===== config.mk =====
export PLATFORM = sky130hd
export DESIGN_NAME = msc_sysctl
export DESIGN_NICKNAME = d
export VERILOG_FILES = /design/src/msc_pkg.sv /design/src/msc_wdt_if.sv /design/src/msc_watchdog.sv /design/src/msc_sysctl.sv
export SDC_FILE = /design/constraint.sdc
export NUM_CORES = 1
export LEC_CHECK = 0
export ABC_AREA = 1
export BUFFER_PORTS_ARGS = -buffer_cell sky130_fd_sc_hd__buf_4
export CORE_MARGIN = 5
export CORE_UTILIZATION = 53
export CTS_BUF_LIST = sky130_fd_sc_hd__clkbuf_16
export CTS_CLUSTER_DIAMETER = 50
export DETAILED_ROUTE_END_ITERATION = 6
export GPL_TIMING_DRIVEN = 1
export PLACE_DENSITY = 0.83
export SLEW_MARGIN = 5
export SYNTH_ARGS = -nofsm -noshare
export SYNTH_HDL_FRONTEND = slang
export SYNTH_HIERARCHICAL = 1
export SYNTH_SLANG_ARGS = --single-unit

===== constraint.sdc =====
create_clock -name core_clk_i -period 2.9 [get_ports core_clk_i]
set_input_delay 0.145 -clock core_clk_i [delete_from_list [all_inputs] [get_ports core_clk_i]]
set_output_delay 0.145 -clock core_clk_i [all_outputs]
set_load 0.01 [all_outputs]

===== src/msc_pkg.sv =====
package msc_pkg;

  // Register byte offsets on the Avalon-MM slave.
  localparam logic [5:0] OFS_CONFIG = 6'h00;
  localparam logic [5:0] OFS_PULLUP0 = 6'h04;
  localparam logic [5:0] OFS_INT_DELAY = 6'h14;
  localparam logic [5:0] OFS_WATCHDOG_CONTROL_STATUS = 6'h18;
  localparam logic [5:0] OFS_IRQ_STATUS = 6'h1c;
  localparam logic [5:0] OFS_IRQ_MASK = 6'h20;
  localparam logic [5:0] OFS_POWER_CTRL = 6'h24;

  // Field positions.
  localparam int unsigned CFG_BOOT_MAP_BIT = 0;
  localparam int unsigned CFG_EXT_SRC_BIT = 6;
  localparam int unsigned CFG_CLK_RATE_BIT = 7;
  localparam int unsigned WD_KICK_BIT = 0;
  localparam int unsigned WD_FLAG_BIT = 6;
  localparam int unsigned WD_RUN_BIT = 7;
  localparam int unsigned PWR_IDLE_BIT = 0;
  localparam int unsigned IRQ_WDT_BIT = 0;
  localparam int unsigned IRQ_IDLE_EXIT_BIT = 1;
  localparam int unsigned IRQ_W = 2;

  // Values after reset.
  localparam logic [7:0] PULLUP_RST = 8'h00;
  localparam logic [3:0] INT_DELAY_RST = 4'h2;
  localparam logic [IRQ_W-1:0] IRQ_RST = 2'h0;

  // Watchdog counter.
  localparam int unsigned WD_CNT_W = 5;
  localparam logic [4:0] WD_CNT_MAX = 5'h1f;

  // Timing.
  localparam int unsigned CLK_PERIOD_NS = 50;
  localparam int unsigned IDLE_EXIT_NS = 400000;
  localparam int unsigned IDLE_EXIT_CYCLES = (IDLE_EXIT_NS + CLK_PERIOD_NS - 1) / CLK_PERIOD_NS;

  // Memory map.
  localparam logic [15:0] ROM_BYTES = 16'h1800;
  localparam logic [15:0] RAM_BYTES = 16'h2000;
  localparam logic [15:0] ROM_HIGH_BASE = 16'h8000;
  localparam logic [15:0] ROM_HIGH_LIMIT = ROM_HIGH_BASE + ROM_BYTES;

  localparam int unsigned NUM_PORTS = 4;

  function automatic logic [5:0] pullup_ofs(input logic [1:0] port);
    return OFS_PULLUP0 + {2'h0, port, 2'h0};
  endfunction

endpackage


===== src/msc_wdt_if.sv =====
`timescale 1ns/1ps
`default_nettype none

interface msc_wdt_if;
  logic run;
  logic idle;
  logic kick;
  logic clear;
  logic tick;
  logic timeout;
  logic [msc_pkg::WD_CNT_W-1:0] count;

  modport ctrl (
    output run, idle, kick, clear, tick,
    input timeout, count
  );

  modport wdt (
    input run, idle, kick, clear, tick,
    output timeout, count
  );
endinterface

`default_nettype wire


===== src/msc_watchdog.sv =====
`timescale 1ns/1ps
`default_nettype none

module msc_watchdog (
  // Clock and reset.
  input wire logic core_clk_i,
  input wire logic reset_n_i,
  // Control side.
  msc_wdt_if.wdt wd
);
  import msc_pkg::*;

  logic [WD_CNT_W-1:0] count_reg;
  logic timeout_reg;
  logic step;

  assign step = wd.run && !wd.idle && wd.tick && !wd.kick && !wd.clear;
  assign wd.count = count_reg;
  assign wd.timeout = timeout_reg;

  // Counter returns to zero on service or reset, and wraps at expiry.
  always_ff @(posedge core_clk_i or negedge reset_n_i) begin
    if (!reset_n_i) begin
      count_reg <= '0;
    end else if (wd.kick || wd.clear) begin
      count_reg <= '0;
    end else if (step) begin
      count_reg <= (count_reg == WD_CNT_MAX) ? '0 : count_reg + 1'b1;
    end
  end

  always_ff @(posedge core_clk_i or negedge reset_n_i) begin
    if (!reset_n_i) begin
      timeout_reg <= 1'b0;
    end else begin
      timeout_reg <= step && (count_reg == WD_CNT_MAX);
    end
  end
endmodule

`default_nettype wire


===== src/msc_sysctl.sv =====
`timescale 1ns/1ps
`default_nettype none

module msc_sysctl #(
  // Arbitrary revision value.
  parameter logic [3:0] REVISION = 4'h5,
  parameter int unsigned IDLE_EXIT_CYCLES = msc_pkg::IDLE_EXIT_CYCLES
) (
  // Clock and reset.
  input wire logic core_clk_i,
  input wire logic reset_n_i,
  // Function reset and millisecond tick, same clock domain.
  input wire logic usb_reset_i,
  input wire logic usb_reset_wd_en_i,
  input wire logic ms_tick_i,
  // Avalon-MM slave.
  input wire logic [5:0] avs_address_i,
  input wire logic avs_read_i,
  input wire logic avs_write_i,
  input wire logic [31:0] avs_writedata_i,
  input wire logic [3:0] avs_byteenable_i,
  output logic [31:0] avs_readdata_o,
  output logic avs_waitrequest_o,
  // Memory map decode.
  input wire logic [15:0] code_addr_i,
  input wire logic [15:0] xdata_addr_i,
  input wire logic xdata_wr_i,
  output logic code_rom_hit_o,
  output logic code_ram_hit_o,
  output logic xdata_ram_hit_o,
  output logic xdata_ram_wr_en_o,
  // Pins.
  input wire logic port3_pin3_i,
  input wire logic [7:0] port2_i,
  output logic [msc_pkg::NUM_PORTS*8-1:0] pin_pullup_disconnect_o,
  // Controller controls.
  output logic ext_irq_one_o,
  output logic mcu_clk_fast_o,
  output logic [3:0] port2_irq_delay_ms_o,
  output logic idle_flag_o,
  output logic mcu_reset_o,
  output logic irq_o
);
  import msc_pkg::*;

  localparam int unsigned HOLD_W = $clog2(IDLE_EXIT_CYCLES + 1);
  localparam logic [HOLD_W-1:0] HOLD_LAST = HOLD_W'(IDLE_EXIT_CYCLES - 1);

  msc_wdt_if wd_bus ();

  // Pin synchronisers.
  logic [7:0] p2_meta_reg;
  logic [7:0] p2_sync_reg;
  logic p33_meta_reg;
  logic p33_sync_reg;

  // Bus state.
  logic ack_reg;
  logic req;
  logic wr_stb;
  logic [7:0] wdata;
  logic [7:0] rdata_reg;
  logic [7:0] rdata_next;

  // Registers.
  logic boot_map_select_reg;
  logic ext_irq_source_select_reg;
  logic clk_fast_reg;
  logic [7:0] pullup_reg [NUM_PORTS];
  logic [3:0] int_delay_reg;
  logic watchdog_run_reg;
  logic watchdog_reset_flag_reg;
  logic idle_flag_reg;
  logic [IRQ_W-1:0] irq_status_reg;
  logic [IRQ_W-1:0] irq_status_next;
  logic [IRQ_W-1:0] irq_mask_reg;
  logic irq_reg;

  // Interrupt one and idle exit.
  logic ext_irq_one_reg;
  logic [HOLD_W-1:0] hold_cnt_reg;
  logic idle_exit;

  // Memory decode.
  logic code_rom_hit_reg;
  logic code_ram_hit_reg;
  logic xdata_ram_hit_reg;
  logic xdata_ram_wr_en_reg;

  logic wr_cfg;
  logic wr_delay;
  logic wr_watchdog_control_status;
  logic wr_status;
  logic wr_mask;
  logic wr_power;
  logic usb_wd_clear;

  // Two flip-flop synchronisers for the port pins.
  always_ff @(posedge core_clk_i or negedge reset_n_i) begin
    if (!reset_n_i) begin
      p2_meta_reg <= 8'h00;
      p2_sync_reg <= 8'h00;
      p33_meta_reg <= 1'b0;
      p33_sync_reg <= 1'b0;
    end else begin
      p2_meta_reg <= port2_i;
      p2_sync_reg <= p2_meta_reg;
      p33_meta_reg <= port3_pin3_i;
      p33_sync_reg <= p33_meta_reg;
    end
  end

  // Avalon slave: every access waits one cycle, then completes.
  assign req = avs_read_i || avs_write_i;
  assign avs_waitrequest_o = req && !ack_reg;
  assign wr_stb = avs_write_i && ack_reg && avs_byteenable_i[0];
  assign wdata = avs_writedata_i[7:0];
  assign avs_readdata_o = {24'h000000, rdata_reg};

  assign wr_cfg = wr_stb && (avs_address_i == OFS_CONFIG);
  assign wr_delay = wr_stb && (avs_address_i == OFS_INT_DELAY);
  assign wr_watchdog_control_status = wr_stb && (avs_address_i == OFS_WATCHDOG_CONTROL_STATUS);
  assign wr_status = wr_stb && (avs_address_i == OFS_IRQ_STATUS);
  assign wr_mask = wr_stb && (avs_address_i == OFS_IRQ_MASK);
  assign wr_power = wr_stb && (avs_address_i == OFS_POWER_CTRL);
  assign usb_wd_clear = usb_reset_i && usb_reset_wd_en_i;

  always_ff @(posedge core_clk_i or negedge reset_n_i) begin
    if (!reset_n_i) begin
      ack_reg <= 1'b0;
    end else begin
      ack_reg <= req && !ack_reg;
    end
  end

  // Read data; unmapped addresses read zero.
  always_comb begin
    rdata_next = 8'h00;
    unique case (avs_address_i)
      OFS_CONFIG: begin
        rdata_next = {clk_fast_reg, ext_irq_source_select_reg, 1'b0, REVISION,
                      boot_map_select_reg};
      end
      OFS_INT_DELAY: begin
        rdata_next = {4'h0, int_delay_reg};
      end
      OFS_WATCHDOG_CONTROL_STATUS: begin
        rdata_next = {watchdog_run_reg, watchdog_reset_flag_reg, 6'h00};
      end
      OFS_IRQ_STATUS: begin
        rdata_next = {6'h00, irq_status_reg};
      end
      OFS_IRQ_MASK: begin
        rdata_next = {6'h00, irq_mask_reg};
      end
      OFS_POWER_CTRL: begin
        rdata_next = {7'h00, idle_flag_reg};
      end
      default: begin
        for (int p = 0; p < NUM_PORTS; p++) begin
          if (avs_address_i == pullup_ofs(2'(p))) begin
            rdata_next = pullup_reg[p];
          end
        end
      end
    endcase
  end

  always_ff @(posedge core_clk_i or negedge reset_n_i) begin
    if (!reset_n_i) begin
      rdata_reg <= 8'h00;
    end else if (avs_read_i && !ack_reg) begin
      rdata_reg <= rdata_next;
    end
  end

  // Configuration register.
  always_ff @(posedge core_clk_i or negedge reset_n_i) begin
    if (!reset_n_i) begin
      boot_map_select_reg <= 1'b0;
    end else if (usb_reset_i) begin
      boot_map_select_reg <= 1'b0;
    end else if (wr_cfg && wdata[CFG_BOOT_MAP_BIT]) begin
      boot_map_select_reg <= 1'b1;
    end
  end

  always_ff @(posedge core_clk_i or negedge reset_n_i) begin
    if (!reset_n_i) begin
      ext_irq_source_select_reg <= 1'b0;
      clk_fast_reg <= 1'b0;
    end else if (wr_cfg) begin
      ext_irq_source_select_reg <= wdata[CFG_EXT_SRC_BIT];
      clk_fast_reg <= wdata[CFG_CLK_RATE_BIT];
    end
  end

  // Pullup control, one register per port.
  for (genvar g = 0; g < NUM_PORTS; g++) begin : g_pullup
    always_ff @(posedge core_clk_i or negedge reset_n_i) begin
      if (!reset_n_i) begin
        pullup_reg[g] <= PULLUP_RST;
      end else if (wr_stb && (avs_address_i == pullup_ofs(2'(g)))) begin
        pullup_reg[g] <= wdata;
      end
    end
    assign pin_pullup_disconnect_o[g*8 +: 8] = pullup_reg[g];
  end

  // Port 2 interrupt delay.
  always_ff @(posedge core_clk_i or negedge reset_n_i) begin
    if (!reset_n_i) begin
      int_delay_reg <= INT_DELAY_RST;
    end else if (wr_delay) begin
      int_delay_reg <= wdata[3:0];
    end
  end

  // Watchdog enable: set by firmware, cleared only by resets or timeout.
  always_ff @(posedge core_clk_i or negedge reset_n_i) begin
    if (!reset_n_i) begin
      watchdog_run_reg <= 1'b0;
    end else if (wd_bus.timeout || usb_wd_clear) begin
      watchdog_run_reg <= 1'b0;
    end else if (wr_watchdog_control_status && wdata[WD_RUN_BIT]) begin
      watchdog_run_reg <= 1'b1;
    end
  end

  // Watchdog reset flag; a timeout wins over any clear.
  always_ff @(posedge core_clk_i or negedge reset_n_i) begin
    if (!reset_n_i) begin
      watchdog_reset_flag_reg <= 1'b0;
    end else if (wd_bus.timeout) begin
      watchdog_reset_flag_reg <= 1'b1;
    end else if (usb_reset_i || (wr_watchdog_control_status && wdata[WD_FLAG_BIT])) begin
      watchdog_reset_flag_reg <= 1'b0;
    end
  end

  assign wd_bus.run = watchdog_run_reg;
  assign wd_bus.idle = idle_flag_reg;
  assign wd_bus.kick = wr_watchdog_control_status && wdata[WD_KICK_BIT];
  assign wd_bus.clear = usb_reset_i;
  assign wd_bus.tick = ms_tick_i;

  msc_watchdog u_watchdog (
    .core_clk_i(core_clk_i),
    .reset_n_i(reset_n_i),
    .wd(wd_bus.wdt)
  );

  always_ff @(posedge core_clk_i or negedge reset_n_i) begin
    if (!reset_n_i) begin
      mcu_reset_o <= 1'b0;
    end else begin
      mcu_reset_o <= wd_bus.timeout;
    end
  end

  // External interrupt one source.
  always_ff @(posedge core_clk_i or negedge reset_n_i) begin
    if (!reset_n_i) begin
      ext_irq_one_reg <= 1'b0;
    end else begin
      ext_irq_one_reg <= ext_irq_source_select_reg ? |p2_sync_reg : p33_sync_reg;
    end
  end

  // Counts how long interrupt one has been held.
  always_ff @(posedge core_clk_i or negedge reset_n_i) begin
    if (!reset_n_i) begin
      hold_cnt_reg <= '0;
    end else if (!ext_irq_one_reg) begin
      hold_cnt_reg <= '0;
    end else if (hold_cnt_reg != HOLD_LAST) begin
      hold_cnt_reg <= hold_cnt_reg + 1'b1;
    end
  end

  assign idle_exit = idle_flag_reg && ext_irq_one_reg && (hold_cnt_reg == HOLD_LAST);

  // Idle flag; a firmware set in the same cycle wins over the exit.
  always_ff @(posedge core_clk_i or negedge reset_n_i) begin
    if (!reset_n_i) begin
      idle_flag_reg <= 1'b0;
    end else if (wr_power && wdata[PWR_IDLE_BIT]) begin
      idle_flag_reg <= 1'b1;
    end else if (idle_exit) begin
      idle_flag_reg <= 1'b0;
    end
  end

  // Interrupt status, write one to clear; a new event wins over the clear.
  always_comb begin
    irq_status_next = irq_status_reg;
    if (wr_status) begin
      irq_status_next = irq_status_reg & ~wdata[IRQ_W-1:0];
    end
    if (wd_bus.timeout) begin
      irq_status_next[IRQ_WDT_BIT] = 1'b1;
    end
    if (idle_exit) begin
      irq_status_next[IRQ_IDLE_EXIT_BIT] = 1'b1;
    end
  end

  always_ff @(posedge core_clk_i or negedge reset_n_i) begin
    if (!reset_n_i) begin
      irq_status_reg <= IRQ_RST;
      irq_mask_reg <= IRQ_RST;
      irq_reg <= 1'b0;
    end else begin
      irq_status_reg <= irq_status_next;
      if (wr_mask) begin
        irq_mask_reg <= wdata[IRQ_W-1:0];
      end
      irq_reg <= |(irq_status_reg & irq_mask_reg);
    end
  end

  // Memory map decode, registered.
  always_ff @(posedge core_clk_i or negedge reset_n_i) begin
    if (!reset_n_i) begin
      code_rom_hit_reg <= 1'b0;
      code_ram_hit_reg <= 1'b0;
      xdata_ram_hit_reg <= 1'b0;
      xdata_ram_wr_en_reg <= 1'b0;
    end else begin
      code_rom_hit_reg <= (code_addr_i >= ROM_HIGH_BASE && code_addr_i < ROM_HIGH_LIMIT)
        || (!boot_map_select_reg && code_addr_i < ROM_BYTES);
      code_ram_hit_reg <= boot_map_select_reg && code_addr_i < RAM_BYTES;
      xdata_ram_hit_reg <= !boot_map_select_reg && xdata_addr_i < RAM_BYTES;
      xdata_ram_wr_en_reg <= !boot_map_select_reg && xdata_wr_i
        && xdata_addr_i < RAM_BYTES;
    end
  end

  assign code_rom_hit_o = code_rom_hit_reg;
  assign code_ram_hit_o = code_ram_hit_reg;
  assign xdata_ram_hit_o = xdata_ram_hit_reg;
  assign xdata_ram_wr_en_o = xdata_ram_wr_en_reg;
  assign ext_irq_one_o = ext_irq_one_reg;
  assign mcu_clk_fast_o = clk_fast_reg;
  assign port2_irq_delay_ms_o = int_delay_reg;
  assign idle_flag_o = idle_flag_reg;
  assign irq_o = irq_reg;
endmodule

`default_nettype wire


-- Word level (Yosys, flattened, before mapping)
Index checks and enable logic that the tools add are counted.
- bits in registers: 99
- word-level logic and storage cells: 128
- multiplexer cells: 22
- magnitude comparators: 5
- reduce and logical (&&, ||, !) cells: 53
- eq/ne operators: 13
- add/subtract/negate cells: 2
- bitwise gates (word level): 3
- operators with widths (cell ; number):
    8-bit case mux with 6 select lines ; 1
    1-bit logical AND ; 33
    16-bit by 14-bit less-than comparator with 1-bit output (second input constant) ; 2
    8-bit 2-to-1 mux ; 4
    13-bit 2-to-1 mux ; 2
    6-bit by 5-bit == test with 1-bit output (second input constant) ; 4
    16-bit >= comparator (second input constant) ; 1
    16-bit by 13-bit less-than comparator with 1-bit output (second input constant) ; 1
    16-bit less-than comparator (second input constant) ; 1
    5-bit 2-to-1 mux ; 3
    2-bit nonzero test ; 7
    13-bit by 1-bit adder with 13-bit output (second input constant) ; 1
    13-bit == test (second input constant) ; 1
    13-bit != test (second input constant) ; 1
    6-bit by 4-bit == test with 1-bit output (second input constant) ; 2
    6-bit == test (second input constant) ; 2
    1-bit 2-to-1 mux ; 11
    8-bit OR reduction ; 1
    6-bit by 3-bit == test with 1-bit output (second input constant) ; 1
    6-bit zero test ; 1
    5-bit by 1-bit adder with 5-bit output (second input constant) ; 1
    5-bit == test (second input constant) ; 1
    1-bit zero test ; 5
    1-bit logical OR ; 5
    5 further kinds ; 6

-- Depth between registers and ports, before layout
Gate-level depths: netlist (run 1).
- word-level depth: 9
- depth in mapped cells: 10
- gate-level depth less buffers: 10

-- By module
The synthesis (run 1) kept the hierarchy.
- by module, submodules not included (module ; area each (um^2) ; cells each ; seq. area each (um^2) ; times used):
    msc_sysctl ; 4262.8 ; 465 ; 2328.5 ; 1
    msc_watchdog ; 332.8 ; 43 ; 150.1 ; 1

-- Worst setup path before layout (run 1)
OpenSTA, ideal clock, no wires.
- path kind: reg2reg
- start point: reg hold_cnt_reg[0]
- end point: reg hold_cnt_reg[3]
- period minus slack after synthesis: 1363 ps
- data required time: 2823 ps
- cell stages (with the launch flop): 8
- slack: 1537 ps
- arrival: 1286 ps
- cell sequence: dfrtp_1 -> ha_1 -> nand3_1 -> nor3_1 -> nand2_1 -> nand3_1 -> nand2_1 -> a21oi_1
- cells in the longest elaborated chain, start to end: 3
- elaborated cells on any way between the ends: 5
- classes of those cells: add/sub (1); eq/ne (2); mux (2)
- ends and longest elaborated chain (item ; RTL line ; text):
    from (decl) ; msc_sysctl.sv:81 ; logic [HOLD_W-1:0] hold_cnt_reg;
    from (signal assigned) ; msc_sysctl.sv:277 ; hold_cnt_reg <= hold_cnt_reg + 1'b1;
    13-bit by 1-bit adder with 13-bit output ; msc_sysctl.sv:277 ;
    13-bit 2-to-1 mux ; msc_sysctl.sv:276 ; end else if (hold_cnt_reg != HOLD_LAST) begin
    13-bit 2-to-1 mux ; msc_sysctl.sv:274 ; end else if (!ext_irq_one_reg) begin
Parallel ways exist; a longest one is shown, timed or not. The select of a mux whose other input is x is not followed.
A chain may end at the register's enable or synchronous reset.

-- Worst setup path in the final report (run 1)
- start point: reg ack_reg
- end point: reg pullup_reg (netlist bit pin_pullup_disconnect_o[12])
- cells in the longest elaborated chain, start to end: 3
- ends and longest elaborated chain (item ; RTL line ; text):
    from (decl) ; msc_sysctl.sv:58 ; logic ack_reg;
    from (signal assigned) ; msc_sysctl.sv:132 ; ack_reg <= req && !ack_reg;
    1-bit logical AND (2 in a row) ; msc_sysctl.sv:116 ; assign wr_stb = avs_write_i && ack_reg && avs_byteenable_i[0];
    1-bit logical AND ; msc_sysctl.sv:203 ; end else if (wr_stb && (avs_address_i == pullup_ofs(2'(g)))) begin
    to (signal, indexed assignment) ; msc_sysctl.sv:204 ; pullup_reg[g] <= wdata;
    to (decl) ; msc_sysctl.sv:69 ; logic [7:0] pullup_reg [NUM_PORTS];
Every way passes these cells.

==> flow_summary.ini, run 1 <==
[global_routing]
grt_pass1_wl_um = 18000
grtUsageTotal_pct = 22.0
grt_pass1_vias = 3719
antenna_found_initial = 0
globalRouteOverflowTotal = 0
grt_max_degree = 57

[synth]
synthTopCellsByArea = dfrtp_1 53%, nand2_1 9.6%, buf_4 4.4%
yosys_warnings = 6
postSynthCellCount = 508
synth_seq_cells = 99
ys_types = 37
async_flop_share_pct = 100
syn_area_per_cell_um2 = 9.05
yosysTopAreaCell = dfrtp_1
yosys_most_used_dff = dfrtp_1
synth.yosys.seq_area_share_pct = 53.9
synth_edf_count = 0
netlist.area_leader.share_pct = 53.4
netlist_area_um2 = 4600

[route]
drt-total-wl_um = 11300
first_pass_iters = 4
antenna_left = 0
route.detailed.drc = 0
wl_per_cell_um = 15.4
drt_iter0_drc = 304
viasPerCell = 5.20
via_count = 3803

[setup_path]
crit_arrival_ns = 1.93
startpoint_type = flip-flop
crit_fanout = 16
r2r-end = pin_pullup_disconnect_o[12]$_DFFE_PN0P_
reg2reg_from = ack_reg$_DFF_PN0_
cp-end-kind = flip-flop
crit_type = reg2reg
cp.required_ns = 3.13
ff2ff_setup_slack_ns = 1.19
reg2reg_depth = 5

[placed_design]
dp_cells = 700
gp_congestion = 0.844
port-buffer-count = 93
dpl.hpwl_um = 8110

[cells_and_area]
area_delta_synth_final_pct = 24.7
stdcell_count = 732
layout-drive-gt1-share_pct = 25.0
postLayoutCoreUtil_pct = 66.7
final_nets = 713
largest_reg_flops = 32
antennaDiodeCount = 0

[cts]
cts_max_level = 3
cts_tree = done
clockRootBuffer = clkbuf_16
clk_latency_ns = 0.34
clk_pin_slew_ns = 0.07
max-clock-path-buffers = 2
post_cts_resize_count = 0
cts.sinks = 99
cts_made_buffers = 9

[pwr]
vdd_drop_max_uv = 275
leakagePower_nw = 2.91
p_per_area_nw_per_um2 = 569

[sta]
tns_ns = 0
maxSlewViolCount = 0
fin_crit_ns = 1.71
finalCritPeriodShare_pct = 58.8
worst_pin_slew_ns = 0.693
rsz0062_at_grt = no
fmax_mhz = 586
hold_violations = 0
maxSlewHeadroom_pct = 53.6
setup_viol = 0
skew_ns = 0.00698

[run_status]
outcome = completed

[die]
die_height_um = 103
floorplan.io_pins = 169
start_util_pct = 53.5
placementRows = 34
core_area_um2 = 8590
die-area_um2 = 10600
die_w_um = 103

[run]
cap_violations = 0

[hold_path]
hold_path_depth = 3
min_to = mcu_clk_fast_o$_DFFE_PN0P_
hp-class = in2reg
hold_start = avs_writedata_i[7]
synth_stat cells, types with 2 or more instances:
master / instances
a21oi_1: 10
buf_4: 27
buf_6: 5
clkbuf_1: 2
dfrtp_1: 98
ha_1: 3
inv_1: 44
inv_2: 6
nand2_1: 118
nand3_1: 29
nand3_2: 5
nand4_1: 20
nor2_1: 44
nor2_2: 6
nor2_4: 6
nor3_1: 8
nor4_1: 2
o21ai_0: 12
o21ai_1: 29
o21ai_2: 15
xnor2_1: 2
xor2_1: 2
layout make-up:
cell class | count | area (um^2)
clock buffer | 9 | 225
clock inverter | 7 | 81.3
fill | 662 | 2860
inverter | 51 | 193
multi-input combinational | 347 | 1740
sequential | 99 | 2480
tap | 108 | 135
timing repair buffer | 111 | 873
layer usage:
layer	up-vias	global-route usage [%]	wire, um
met2	149	37.1	5830
met1	1805	28.5	4490
met3	20	4.06	764
li1	1829	-	-
met5	-	0	0
met4	0	7.87	199
power breakdown:
group	switching (mW)	internal, mW
logic	0.268	0.190
registers	0.0891	1.48
clock network	0.543	0.686
total	0.900	2.36
placed cells by master, fill, tap and decap left out, types with 2 or more instances in the layout:
master         count
clkinv_2           2
inv_2              6
xor2_1             2
nand4_1           20
nor4_1             2
nor2_4             6
conb_1            24
inv_6              4
inv_1             44
dlygate4sd3_1     16
nor2_2             6
dfrtp_1           98
nand3_1           29
buf_4             95
o21ai_2           15
nand3_2            5
o21ai_1           29
o21ai_0           12
nor2_1            44
clkbuf_16          9
nor3_1             8
a21oi_1           10
ha_1               3
nand2_1          118
xnor2_1            2
how the worst max path moves through the flow:
stage	startpoint	end	slack, ns	cells past startpoint
after floorplan	hold_cnt_reg[0]$_DFFE_PN0P_	hold_cnt_reg[3]$_DFFE_PN0P_	1.54	7
after global placement	avs_address_i[1]	pin_pullup_disconnect_o[13]$_DFFE_PN0P_	1.12	7
after detailed placement	avs_address_i[1]	pin_pullup_disconnect_o[10]$_DFFE_PN0P_	1.03	7
after CTS	ack_reg$_DFF_PN0_	pin_pullup_disconnect_o[12]$_DFFE_PN0P_	1.20	5
after global routing	ack_reg$_DFF_PN0_	pin_pullup_disconnect_o[12]$_DFFE_PN0P_	1.01	5
final	ack_reg$_DFF_PN0_	pin_pullup_disconnect_o[12]$_DFFE_PN0P_	1.19	5
cells by family (layout without fill, tap and decap cells):
kind of cell,after synthesis,after routing,share of synthesized area [%]
AO/OA/AOI/OAI,72,72,9.45
XOR/XNOR,4,4,0.762
AND/OR/NAND/NOR,244,244,25.0
flip-flops,99,99,53.9
buffers and inverters,85,178,9.99
other,1,24,0.0816
adder cells (fa/ha/maj),3,3,0.817
what timing repair did:
item | 4_1_cts | 5_1_grt
hold buffers | 16 | 0
endpoints found under the setup margin | 0 | 0
endpoints found under the hold margin | 66 | 0
buffers inserted | 0 | 0
through the flow:
| stage | area, um^2 | hold WS, ns | power, mW | setup WS [ns] |
|---|---|---|---|---|
| after detailed placement | 5260 | 0.226 | 2.04 | 1.03 |
| after CTS | 5730 | 0.0166 | 3.28 | 1.20 |
| after global routing | 5730 | 0.0357 | 3.40 | 1.01 |
| final | 5730 | 0.0241 | 3.26 | 1.19 |
| after floorplan | 4680 | -0.151 | 1.86 | 1.54 |
| after global placement | 5260 | 0.222 | 2.01 | 1.12 |
worst max-delay path, stage by stage (launching register included):
cell     delay (ns)
dfrtp_1        0.36
nand3_1        0.25
inv_2          0.30
nand3_2        0.40
nand2_1        0.21
o21ai_2        0.07
Power figures use the tool's default switching activity.
==> run 2, diff against run 1 <==
Settings changed: ABC_AREA 1 to 0, CORE_UTILIZATION 53 to 49, PLACE_DENSITY 0.83 to 0.78.
Clock period 2.9 ns to 1.62 ns, I/O delays scaled along.
==> flow_summary.ini, run 2 <==
[synth]
postSynthCellCount = 373
synthTopCellsByCount = 98 x dfrtp_1, 37 x mux2_2, 24 x buf_4
netlist.area_leader.share_pct = 54.5
yosys_most_used_dff = dfrtp_1
async_flop_share_pct = 100
synth_seq_cells = 99
synth-xor-area-share_pct = 1.36
synth.yosys.seq_area_share_pct = 55.1
synthMuxAreaShare_pct = 14.2
synth-compound-area-share_pct = 9.24
synth_edf_count = 0
synthSimpleGateAreaFrac_pct = 13.4
yosysMostFrequentCell = dfrtp_1
synth_top_family_by_area = multiplexers
ys_types = 52
yosysTopAreaCell = dfrtp_1
netlist_area_um2 = 4500
synthTopCellsByArea = dfrtp_1 55%, mux2_2 9.3%, buf_4 4.0%
syn_area_per_cell_um2 = 12.1
synthAdderAreaFrac_pct = 0.835
yosys_warnings = 6

[cells_and_area]
final_cell_mix = 134 x buf_4, 98 x dfrtp_1, 37 x mux2_2, 24 x conb_1, 22 x dlygate4sd3_1
multi_input_area_um2 = 1960
fillers = 686
layout-drive-gt1-share_pct = 43.2
final_common_cell = buf_4
final_nets = 624
final-seq-area_um2 = 2480
largest_reg_flops = 32
area_delta_synth_final_pct = 36.9
antennaDiodeCount = 0

[setup_path]
crit_type = reg2reg
slowest_stage = or4b_4
path_depth = 5
slowest_delay_ns = 0.48
cp.buffers_inverters = 0
cp_cell_sequence = ha_2 > and3_4 > ha_4 > or4b_4 > a21oi_2
cp-end-kind = flip-flop
crit_arrival_ns = 1.88
critPathLaunch = u_watchdog/wd.count[1]$_DFFE_PN0P_
reg2reg_depth = 5
crit_fanout = 6
cp.required_ns = 1.90
reg2reg_from = u_watchdog/wd.count[1]$_DFFE_PN0P_
path_delay_family = simple AND/OR/NAND/NOR gates
startpoint_type = flip-flop

[cts]
cts_made_buffers = 9
clk_latency_ns = 0.34
cts_tree = done
cts.sinks = 99
max-clock-path-buffers = 2
cts_max_level = 3
clk_pin_slew_ns = 0.07
clockRootBuffer = clkbuf_16

[die]
die_height_um = 106
floorplan.io_pins = 169
core_area_um2 = 9110
placementRows = 35
die_w_um = 106
die-area_um2 = 11200
start_util_pct = 49.4

[hold_path]
hp-class = in2reg
hold_path_depth = 2
hold_start = avs_writedata_i[3]

[route]
route.detailed.drc = 0
antenna_left = 0
first_pass_iters = 4
drt_iter0_drc = 152
via_count = 3515
viasPerCell = 5.44
drt-total-wl_um = 11200
wl_per_cell_um = 17.4

[run_status]
outcome = completed

[sta]
maxSlewViolCount = 0
rsz0062_at_grt = yes
fin_crit_ns = 1.60
skew_ns = 0.00487
fmax_mhz = 625
hold_violations = 0
holdWs_ns = 0.0159
setup_viol = 0
finalCritPeriodShare_pct = 98.8
fin_ws_ns = 0.0190

[placed_design]
dpl.hpwl_um = 8020
port-buffer-count = 93
place_ws_ns = -0.109
gp_congestion = 0.894

[pwr]
power_mw = 5.35
leakagePower_nw = 3.00
p_per_area_nw_per_um2 = 870
vdd_drop_max_uv = 550

[run]
cap_violations = 0

[global_routing]
grt_max_degree = 57
grt_pass1_wl_um = 18500
grt_pass1_vias = 3583
antenna_found_initial = 0
globalRouteOverflowTotal = 0
grtUsageTotal_pct = 20.8
==> run 2: changes by cell type after synthesis, sizes merged, moves of 7 or more <==
cell,delta
nand2,-98
inv,-47
mux2,+45
o21ai,-44
nor2,-36
nand3,-21
nand4,-18
mux2i,+10
and2,+8
a211oi,+7
nor2b,+7
==> run 2: kinds of logic after synthesis <==
group / count (synthesis)
AO/OA/AOI/OAI: 60
flip-flops: 99
AND/OR/NAND/NOR: 108
other: 1
XOR/XNOR: 7
multiplexers: 55
buffers and inverters: 40
adder cells (fa/ha/maj): 3
==> run 2: final cells by class <==
type / instances / area share (%)
timing repair buffer: 160 / 20.8
inverter: 3 / 0.183
tap: 111 / 2.26
multi-input combinational: 257 / 31.8
sequential: 99 / 40.3
clock buffer: 9 / 3.66
clock inverter: 7 / 1.06
==> run 2: report_power, final <==
| part | switching [mW] | leakage, nW | internal (mW) |
|---|---|---|---|
| sequential | 0.0671 | 1.32 | 2.57 |
| combinational | 0.309 | 1.54 | 0.309 |
| clock | 1.01 | 0.141 | 1.09 |
| total | 1.39 | 3.00 | 3.97 |
==> run 2: layer usage <==
metal / share of wire (%) / GRT usage, % / vias to the layer above
met2: 48 / 33.3 / 143
met1: 42 / 27.8 / 1731
li1: - / - / 1615
met4: 2.8 / 8.51 / 0
met3: 7.0 / 3.86 / 26
met5: 0 / 0 / -
==> run 2: repair_timing <==
action                                 in CTS  in global routing
pin swaps                                  11                  9
resized for setup                          11                 17
setup endpoints to repair                  10                 24
hold buffers                               22                  0
buffers inserted                            4                  2
endpoints found under the hold margin      45                  0
==> run 2: stage by stage <==
stage	TNS, ns	cells	utilization, %	cell area, um^2
after floorplan	-0.0412	396	-	4590
after CTS	0	644	66.7	6070
after global placement	-0.0792	602	60.2	5480
final	0	646	67.6	6160
after detailed placement	-0.544	602	60.2	5480
after global routing	-0.227	646	67.6	6160
==> run 2: path summary, 6_finish.rpt <==
path                                                      endpoint  slack (ns)
setup / recovery                u_watchdog/wd.count[2]$_DFFE_PN0P_        0.02
hold / removal             pin_pullup_disconnect_o[27]$_DFFE_PN0P_        0.02
setup reg to reg                u_watchdog/wd.count[2]$_DFFE_PN0P_        0.02
hold reg to reg                           p2_sync_reg[2]$_DFF_PN0_        0.35
max in group asynchronous      port2_irq_delay_ms_o[0]$_DFFE_PN0P_        0.83
min in group asynchronous              hold_cnt_reg[0]$_DFFE_PN0P_        0.19
==> run 3, diff against run 2 <==
Settings changed: CORE_UTILIZATION 49 to 45, PLACE_DENSITY 0.78 to default, PLACE_DENSITY_LB_ADDON from default to 0.1.
==> flow_summary.ini, run 3 (synthesis results as in run 2) <==
[global_routing]
grt_max_degree = 48
grtUsageTotal_pct = 18.8
globalRouteOverflowTotal = 0
grt_pass1_vias = 3389
grt_pass1_wl_um = 17300
antenna_found_initial = 0

[die]
die_w_um = 110
core_area_um2 = 9770
floorplan.io_pins = 169
placementRows = 36
die-area_um2 = 12100
start_util_pct = 46.0
die_height_um = 110

[cells_and_area]
final_common_cell = buf_4
stdcell_count = 666
layout-drive-gt1-share_pct = 41.3
area_delta_synth_final_pct = 36.9
antennaDiodeCount = 0
largest_reg_flops = 32
final_nets = 622
final_cell_mix = 131 x buf_4, 98 x dfrtp_1, 37 x mux2_2, 24 x conb_1, 22 x dlygate4sd3_1

[pwr]
p_per_area_nw_per_um2 = 867
leakagePower_nw = 3.00
power_mw = 5.34
vdd_drop_max_uv = 557

[sta]
rsz0062_at_grt = yes
maxSlewViolCount = 0
fin_crit_ns = 1.61
finalCritPeriodShare_pct = 99.5
skew_ns = 0.00718
setup_viol = 0
hold_violations = 0
fmax_mhz = 620

[placed_design]
port-buffer-count = 93
dpl.hpwl_um = 7880
gp_congestion = 0.840
dp_cells = 624

[setup_path]
ff2ff_setup_slack_ns = 0.008
crit_arrival_ns = 1.88
startpoint_type = flip-flop
cp_cell_sequence = ha_2 > and3_4 > ha_4 > or4b_1 > a21oi_1
cp.required_ns = 1.89
crit_fanout = 6
critPathLaunch = u_watchdog/wd.count[0]$_DFFE_PN0P_
slowest_delay_ns = 0.46
slowest_stage = or4b_1
reg2reg_from = u_watchdog/wd.count[0]$_DFFE_PN0P_
cp-end-kind = flip-flop
crit_type = reg2reg

[cts]
max-clock-path-buffers = 2
cts_max_level = 3
cts.sinks = 99
cts_tree = done
clk_latency_ns = 0.35
clockRootBuffer = clkbuf_16
clk_pin_slew_ns = 0.07
cts_made_buffers = 9

[hold_path]
hold_start = avs_writedata_i[3]
hp-class = in2reg

[route]
via_count = 3372
route.detailed.drc = 0
wl_per_cell_um = 16.5
drt-total-wl_um = 11000
drt_iter0_drc = 137
first_pass_iters = 4
viasPerCell = 5.06
antenna_left = 0

[run_status]
outcome = completed

[run]
cap_violations = 0
run 3: cell types whose count changed in the layout (fill, tap and decap cells not counted), moves of 2 or more:
cell,previous run,this run
a21oi_2,3,1
buf_12,1,3
clkinv_4,0,4
buf_4,134,131
a21oi_1,6,8
a2111oi_1,1,3
inv_6,4,0
run 3: routing by layer:
| metal | up-vias | part of all wire (%) | global-route usage, % |
|---|---|---|---|
| met1 | 1655 | 46 | 27.2 |
| met2 | 99 | 46 | 28.6 |
| li1 | 1609 | - | - |
| met3 | 9 | 6.5 | 4.46 |
| met5 | - | 0 | 0 |
| met4 | 0 | 1.1 | 4.99 |
run 3: critical path, delay by kind of cell (launching register included):
family / cells / cell delay [ns]
and+or+nand+nor: 2 / 0.64
DFF: 1 / 0.39
adders and majority gates: 2 / 0.36
AOI/OAI and AO/OA: 1 / 0.15
run 3: what timing repair did:
item / in CTS / in global routing
setup buffers: 3 / 2
hold buffers: 22 / 0
pin swaps: 6 / 5
setup endpoints to repair: 7 / 26
resized for setup: 9 / 10
endpoints found under the hold margin: 55 / 0
run 3: final timing paths:
path	cells past startpoint	to
min in group asynchronous	2	hold_cnt_reg[7]$_DFFE_PN0P_
worst max register to register	5	u_watchdog/wd.count[2]$_DFFE_PN0P_
worst min-delay path	2	pin_pullup_disconnect_o[27]$_DFFE_PN0P_
worst max-delay path	5	u_watchdog/wd.count[2]$_DFFE_PN0P_
worst min register to register	0	p2_sync_reg[1]$_DFF_PN0_
max in group asynchronous	3	ext_irq_one_o$_DFF_PN0_
run 3: layout make-up:
type	instances	area (um^2)
Fill cell	791	3620
Multi-Input combinational cell	257	1920
Tap cell	133	166
Inverter	3	11.3
Timing Repair Buffer	158	1290
Clock buffer	9	225
Clock inverter	7	68.8
Sequential cell	99	2480
run 3: metrics by stage:
step                      setup WS [ns]  instance area (um^2)  hold WS, ns  TNS (ns)  util (%)
after floorplan                -0.00515                  4590       -0.215   -0.0412         -
after global placement          -0.0637                  5540       0.0452   -0.0775      56.6
final                           0.00828                  6150       0.0130         0      63.0
after detailed placement        -0.0655                  5540       0.0442    -0.175      56.6
after CTS                       0.00297                  6110      0.00159         0      62.5
after global routing            -0.0835                  6150       0.0116    -0.265      63.0
run 3: where the power goes:
part           internal (mW)  switching, mW
Clock                   1.08           1.00
Sequential              2.57         0.0666
Combinational          0.312          0.302
Total                   3.97           1.37
